[config.mk]
export PLATFORM = sky130hd
export DESIGN_NAME = dcrb_reg_bank
export DESIGN_NICKNAME = d
export VERILOG_FILES = /design/src/design/dcrb_reg_bank.v
export VERILOG_INCLUDE_DIRS = /design/src /design/src/design
export SDC_FILE = /design/constraint.sdc
export NUM_CORES = 1
export LEC_CHECK = 0
export BUFFER_PORTS_ARGS = -buffer_cell sky130_fd_sc_hd__buf_2
export CORE_ASPECT_RATIO = 1.25
export CORE_MARGIN = 3
export CORE_UTILIZATION = 42
export DETAILED_ROUTE_END_ITERATION = 12
export GPL_TIMING_DRIVEN = 1
export PLACE_DENSITY = 0.86
export SLEW_MARGIN = 20
export SYNTH_ARGS = -nofsm -noshare
export SYNTH_HDL_FRONTEND = slang
export SYNTH_SLANG_ARGS = --single-unit
[constraint.sdc]
create_clock -name i_clk -period 5.18 [get_ports i_clk]
set_input_delay 1.036 -clock i_clk [delete_from_list [all_inputs] [get_ports i_clk]]
set_output_delay 1.036 -clock i_clk [all_outputs]
set_load 0.02 [all_outputs]
[src/design/dcrb_consts.vh]
// Register numbers, field positions and reset values of the drive register bank.
// Assumes the includer reaches registers by 16-bit register number.
`ifndef DCRB_CONSTS_VH
`define DCRB_CONSTS_VH

// ----------------------------------------
// Register numbers
// ----------------------------------------
`define DCRB_REG_CONTACT 16'h0009
`define DCRB_REG_REFSEL 16'h000f
`define DCRB_REG_RUNSTAT 16'h0010
`define DCRB_REG_KEYPAD 16'h0011
`define DCRB_REG_SETERR 16'h0012
`define DCRB_REG_FAULT1 16'h0014

// ----------------------------------------
// Field positions
// ----------------------------------------
`define DCRB_CON_RELAY1 0
`define DCRB_CON_RELAY2 1
`define DCRB_CON_FLT_OWN 6
`define DCRB_CON_FLT_VAL 7
`define DCRB_REF_TARGET 1
`define DCRB_REF_DI5 12
`define DCRB_REF_DI6 13
`define DCRB_REF_DI7 14

// ----------------------------------------
// Reset values and masks
// ----------------------------------------
`define DCRB_CONTACT_RST 16'h0000
`define DCRB_REFSEL_RST 16'h0000
`define DCRB_CONTACT_MASK 16'h00c3
`define DCRB_REFSEL_MASK 16'h7002

`endif

[src/design/dcrb_reg_bank.v]
// Drive communication register bank: two writable reference words and four monitor words.
// Assumes a message decoder outside issues single-cycle register reads and writes.
`timescale 1ns/1ps
`include "dcrb_consts.vh"

module dcrb_reg_bank (
   input wire i_clk,
   input wire i_resetn,
   input wire i_ce,
   input wire i_wr_en,
   input wire i_rd_en,
   input wire [15:0] i_addr,
   input wire [15:0] i_wdata,
   output reg [15:0] o_rdata_ff,
   output reg o_rvalid_ff,
   output reg o_rerr_ff,
   output reg o_werr_ff,
   input wire [7:0] i_run_status,
   input wire i_setting_error_alarm,
   input wire i_fault_active,
   input wire i_prog_mode,
   input wire [1:0] i_keypad_type,
   input wire [15:0] i_setting_error_number,
   input wire i_bus_fuse_blown,
   input wire i_undervoltage_main,
   input wire i_undervoltage_control,
   input wire i_undervoltage_charge,
   input wire i_ground_fault_flag,
   input wire i_overcurrent_flag,
   input wire i_bus_overvoltage_flag,
   input wire i_heatsink_prealarm_flag,
   input wire i_heatsink_overheat_flag,
   input wire i_motor_overload_flag,
   input wire i_drive_overload_flag,
   input wire i_overtorque_flag,
   input wire i_fault_relay_local,
   output wire o_relay_out_first,
   output wire o_relay_out_second,
   output wire o_fault_relay_out,
   output wire o_target_from_comm,
   output wire o_digital_input_five_bcast,
   output wire o_digital_input_six_bcast,
   output wire o_digital_input_seven_bcast,
   output wire [15:0] o_contact_output_control,
   output wire [15:0] o_reference_source_select
);

   // ----------------------------------------
   // Storage and next-state nets
   // ----------------------------------------
   reg [15:0] contact_ff;
   reg [15:0] refsel_ff;
   reg [15:0] nxt_contact;
   reg [15:0] nxt_refsel;
   reg nxt_werr;
   reg [15:0] nxt_rdata;
   reg nxt_rerr;
   reg fault_relay_sel;
   wire [15:0] contact_mask;
   wire [15:0] refsel_mask;
   wire [15:0] contact_wdata;
   wire [15:0] refsel_wdata;
   wire [15:0] run_word;
   wire [15:0] key_word;
   wire [15:0] fault_word;

   assign contact_mask = `DCRB_CONTACT_MASK;
   assign refsel_mask = `DCRB_REFSEL_MASK;

   // ----------------------------------------
   // Write data masking
   // ----------------------------------------
   // Unused bits are forced low so a careless master cannot set them
   genvar bit_idx;
   generate
      for (bit_idx = 0; bit_idx < 16; bit_idx = bit_idx + 1) begin : g_wmask
         assign contact_wdata[bit_idx] = i_wdata[bit_idx] & contact_mask[bit_idx];
         assign refsel_wdata[bit_idx] = i_wdata[bit_idx] & refsel_mask[bit_idx];
      end
   endgenerate

   // ----------------------------------------
   // Write decode
   // ----------------------------------------
   always @* begin
      nxt_contact = contact_ff;
      nxt_refsel = refsel_ff;
      nxt_werr = 1'b0;
      if (i_wr_en) begin
         if (i_addr == `DCRB_REG_CONTACT) begin
            nxt_contact = contact_wdata;
         end else if (i_addr == `DCRB_REG_REFSEL) begin
            nxt_refsel = refsel_wdata;
         end else begin
            // Monitor and reserved words never change on write
            nxt_werr = 1'b1;
         end
      end
   end

   // ----------------------------------------
   // Reference word registers
   // ----------------------------------------
   always @(posedge i_clk) begin
      if (!i_resetn) begin
         contact_ff <= `DCRB_CONTACT_RST;
         refsel_ff <= `DCRB_REFSEL_RST;
         o_werr_ff <= 1'b0;
      end else if (i_ce) begin
         contact_ff <= nxt_contact;
         refsel_ff <= nxt_refsel;
         o_werr_ff <= nxt_werr;
      end
   end

   // ----------------------------------------
   // Outputs steered by the reference words
   // ----------------------------------------
   assign o_relay_out_first = contact_ff[`DCRB_CON_RELAY1];
   assign o_relay_out_second = contact_ff[`DCRB_CON_RELAY2];
   assign o_target_from_comm = refsel_ff[`DCRB_REF_TARGET];
   assign o_digital_input_five_bcast = refsel_ff[`DCRB_REF_DI5];
   assign o_digital_input_six_bcast = refsel_ff[`DCRB_REF_DI6];
   assign o_digital_input_seven_bcast = refsel_ff[`DCRB_REF_DI7];
   assign o_contact_output_control = contact_ff;
   assign o_reference_source_select = refsel_ff;

   // ----------------------------------------
   // Fault relay ownership
   // ----------------------------------------
   // Combinational so the local fault path reaches the relay with no cycle of lag
   always @* begin
      if (contact_ff[`DCRB_CON_FLT_OWN]) begin
         fault_relay_sel = contact_ff[`DCRB_CON_FLT_VAL];
      end else begin
         fault_relay_sel = i_fault_relay_local;
      end
   end

   assign o_fault_relay_out = fault_relay_sel;

   // ----------------------------------------
   // Monitor words
   // ----------------------------------------
   assign run_word[7:0] = i_run_status;
   assign run_word[15:8] = 8'h00;

   assign key_word[0] = i_setting_error_alarm;
   assign key_word[1] = i_fault_active;
   assign key_word[2] = i_prog_mode;
   assign key_word[4:3] = i_keypad_type;
   assign key_word[15:5] = 11'h000;

   assign fault_word[0] = i_bus_fuse_blown;
   assign fault_word[1] = i_undervoltage_main;
   assign fault_word[2] = i_undervoltage_control;
   assign fault_word[3] = i_undervoltage_charge;
   assign fault_word[4] = 1'b0;
   assign fault_word[5] = i_ground_fault_flag;
   assign fault_word[6] = i_overcurrent_flag;
   assign fault_word[7] = i_bus_overvoltage_flag;
   assign fault_word[8] = i_heatsink_prealarm_flag;
   assign fault_word[9] = i_heatsink_overheat_flag;
   assign fault_word[10] = i_motor_overload_flag;
   assign fault_word[11] = i_drive_overload_flag;
   assign fault_word[12] = i_overtorque_flag;
   assign fault_word[13] = 1'b0;
   assign fault_word[14] = 1'b0;
   assign fault_word[15] = 1'b0;

   // ----------------------------------------
   // Read decode
   // ----------------------------------------
   always @* begin
      nxt_rdata = 16'h0000;
      nxt_rerr = 1'b0;
      if (i_addr == `DCRB_REG_CONTACT) begin
         nxt_rdata = contact_ff;
      end else if (i_addr == `DCRB_REG_REFSEL) begin
         nxt_rdata = refsel_ff;
      end else if (i_addr == `DCRB_REG_RUNSTAT) begin
         nxt_rdata = run_word;
      end else if (i_addr == `DCRB_REG_KEYPAD) begin
         nxt_rdata = key_word;
      end else if (i_addr == `DCRB_REG_SETERR) begin
         nxt_rdata = i_setting_error_number;
      end else if (i_addr == `DCRB_REG_FAULT1) begin
         nxt_rdata = fault_word;
      end else begin
         // Reserved numbers read zero and flag the miss
         nxt_rerr = 1'b1;
      end
   end

   // ----------------------------------------
   // Read answer
   // ----------------------------------------
   always @(posedge i_clk) begin
      if (!i_resetn) begin
         o_rvalid_ff <= 1'b0;
         o_rerr_ff <= 1'b0;
      end else if (i_ce) begin
         o_rvalid_ff <= i_rd_en;
         o_rerr_ff <= i_rd_en & nxt_rerr;
      end
   end

   // Read data holds between reads so a slow decoder may fetch it late
   always @(posedge i_clk) begin
      if (!i_resetn) begin
         o_rdata_ff <= 16'h0000;
      end else if (i_ce && i_rd_en) begin
         o_rdata_ff <= nxt_rdata;
      end
   end

endmodule // dcrb_reg_bank

==> out/summary.txt <==
DRC errors left -> 0
r2r endpoint -> o_rdata_ff[1]
GR Util All Layers -> 18.6%
PostCTS Resize Cnt -> 0
clock skew -> 5.40 ps
DR WL met2 -> 2440 um
clock slew at reported path FFs -> 100 ps
r2r setup slk -> 4290 ps
Clock Latency Late Sink -> 270 ps
final core occ -> 55.2%
drt wl/cell -> 13.9 um
Simple-Gate Fraction of Synth Area -> 23.1%
HPWL after DPL -> 3720 um
top post-synthesis cells by area -> dfxtp_1, buf_4, mux2i_1
setup TNS -> 0 ps
outcome -> completed
hold slack final -> 466 ps
adder-cell area share of the yosys netlist -> 0%
DR pass1 iterations -> 4
CP Capture Type -> flip-flop
Crit Path Class -> input port to flip-flop
top cell type's share of synthesized area -> 32.3%
Reg2Reg Depth -> 4
diode count -> 0
CTS H-tree depth -> 1
nets@finish -> 366
CP Launch Type -> input port
Layout fillers -> 393
Syn Area/Cell -> 8.41 um^2
post-synthesis mux area share -> 6.65%
Final Hold Fails -> 0
Detailed Route Iter0 Violations -> 48
worst setup path start -> i_addr[7]
power per cell area -> 204 nW/um^2
min-delay worst type -> flip-flop to flip-flop
Max Cap Viol -> 0
post-synthesis cell type count -> 44
setup violators final -> 0
CP Capture Point -> o_rdata_ff[4]
WL final -> 4710 um
Max Fclk -> 323 MHz
Top FF cell, synth -> dfxtp_1
yosys warns -> 0
critical path peak fanout -> 11
CTS tree -> yes
post-route ant nets -> 0
flops & latches, synth -> 27
max layer used -> met4
hold depth -> 2
vias in the first global route -> 1552
CTS Buffer Depth -> 2
max-slew violations -> 0
Num CTS Buffers -> 3
# IOs -> 137
Max IR drop VDD -> 0.109 mV
Post-Syn Area -> 1670 um^2
largest family of logic cells by synthesized area -> simple AND/OR/NAND/NOR gates
sequential fraction of the synthesis area -> 32.3%
area grow syn2layout -> 25.9%
Final Cycle Share -> 59.9%
Tmin final -> 3100 ps
LEAKAGE -> 0.986 nW
DR WL met3 -> 397 um
die width -> 62.5 um
die extent in y -> 76.6 um
antenna violations before repair -> 0
largest net degree at the start of global routing -> 29
die area -> 4780 um^2
hold_buf cts -> 0
WL met1 -> 1860 um
ratio of cells with drive above 1 in the final layout -> 40.2%
Slew HR -> 33.0%
reg2reg start -> o_reference_source_select[1]
Mapped Cells -> 199
vias -> 1727
Via density -> 5.08
Post-Synth XOR/XNOR Area -> 0%
first-pass GRT wire length -> 7290 um
Rows -> 25
area leader, netlist -> dfxtp_1
post-synthesis async set-or-reset flop share -> 0%
total gr overflow -> 0
core area -> 3820 um^2
input/output buffers -> 103
Post-synth EDFFs -> 0
routability cong. -> 0.842
RSZ-0062 raised after global routing -> false
post-CTS setup buffers -> 0
Crit path required time -> 5380 ps
TritonCTS Sinks -> 27
CTS root buf -> clkbuf_8
crit path DAT -> 3300 ps
Worst Max-Slew Pin Slew -> 1000 ps
Compound-Gate Fraction of Synth Area -> 20.6%
Initial Utilization -> 43.9%
-- cells by family (layout without fill, tap and decap cells) --
group	after synthesis	count (layout)
other	1	24
DFF	27	27
and+or+nand+nor	63	63
muxes	11	11
buffers and inverters	44	108
AOI/OAI and AO/OA	53	53
-- cell type report --
type	instances	area, um^2	share of cell area [%]
Multi-Input combinational cell	151	932	44.2
Tap cell	54	67.6	3.20
Inverter	1	3.75	0.178
Timing Repair Buffer	103	515	24.5
Clock buffer	3	41.3	1.96
Sequential cell	27	541	25.6
Clock inverter	1	7.51	0.356
-- worst min-delay path by stage --
stage	from	to	slack, ps
after floorplan	o_rdata_ff[5]	o_rdata_ff[5]	540
after global placement	o_rdata_ff[15]	o_rdata_ff[15]	450
after detailed placement	o_rdata_ff[15]	o_rdata_ff[15]	460
after CTS	o_rdata_ff[15]	o_rdata_ff[15]	470
after global routing	o_rdata_ff[3]	o_rdata_ff[3]	500
final	o_rdata_ff[15]	o_rdata_ff[15]	470
-- critical path: stages --
cell and delay, ps:
buf_2 100, or4b_2 740, nor3_1 340, nor2b_1 760
a2bb2oi_1 130, o21ai_0 200
-- synth_stat cells (all sizes together) (3+ instances only) --
library cell	instances
nand3	6
nor2	10
nand2b	4
o21ai	14
or4	6
a21oi	13
nor3	4
nor2b	11
a221oi	8
dfxtp	27
nand3b	4
a22oi	3
clkbuf	10
nand2	10
mux2i	10
buf	33
-- metal layers --
| layer | vias up | track usage [%] |
|---|---|---|
| met2 | 82 | 33.0 |
| met1 | 798 | 22.3 |
| met5 | - | 0 |
| met3 | 2 | 3.39 |
| met4 | 0 | 6.40 |
| li1 | 845 | - |
-- sequential cells by signal, indices dropped and copies added (netlist names) --
name	count
o_reference_source_select	4
o_rdata_ff	16
o_werr_ff	1
o_rvalid_ff	1
o_rerr_ff	1
o_contact_output_control	4
-- through the flow --
stage / power [mW] / setup slack [ps] / instance area (um^2) / instances
2_1_floorplan: 0.286 / 2230 / 1760 / 222
3_3_place_gp: 0.308 / 1830 / 2060 / 336
3_5_place_dp: 0.310 / 1820 / 2060 / 336
4_1_cts: 0.434 / 2080 / 2110 / 340
5_1_grt: 0.448 / 1880 / 2110 / 340
6_report: 0.429 / 2080 / 2110 / 340
-- power by group --
part | switching (mW) | internal (mW) | leakage (nW)
Combinational | 0.0549 | 0.0344 | 0.745
Clock | 0.0689 | 0.0546 | 0.0217
Sequential | 0.00279 | 0.214 | 0.220
Total | 0.127 | 0.303 | 0.986
-- cell usage in the layout (no fill, tap or decap), drive strengths merged, types with 4 or more instances in the layout --
cell / n
nand2: 10
nor2: 10
o21ai: 14
buf: 103
conb: 24
nor2b: 11
nand3b: 4
nand3: 6
mux2i: 10
a221oi: 8
or4: 6
nor3: 4
nand2b: 4
dfxtp: 27
a21oi: 13
Note: power is estimated with default switching activity, not from simulation.
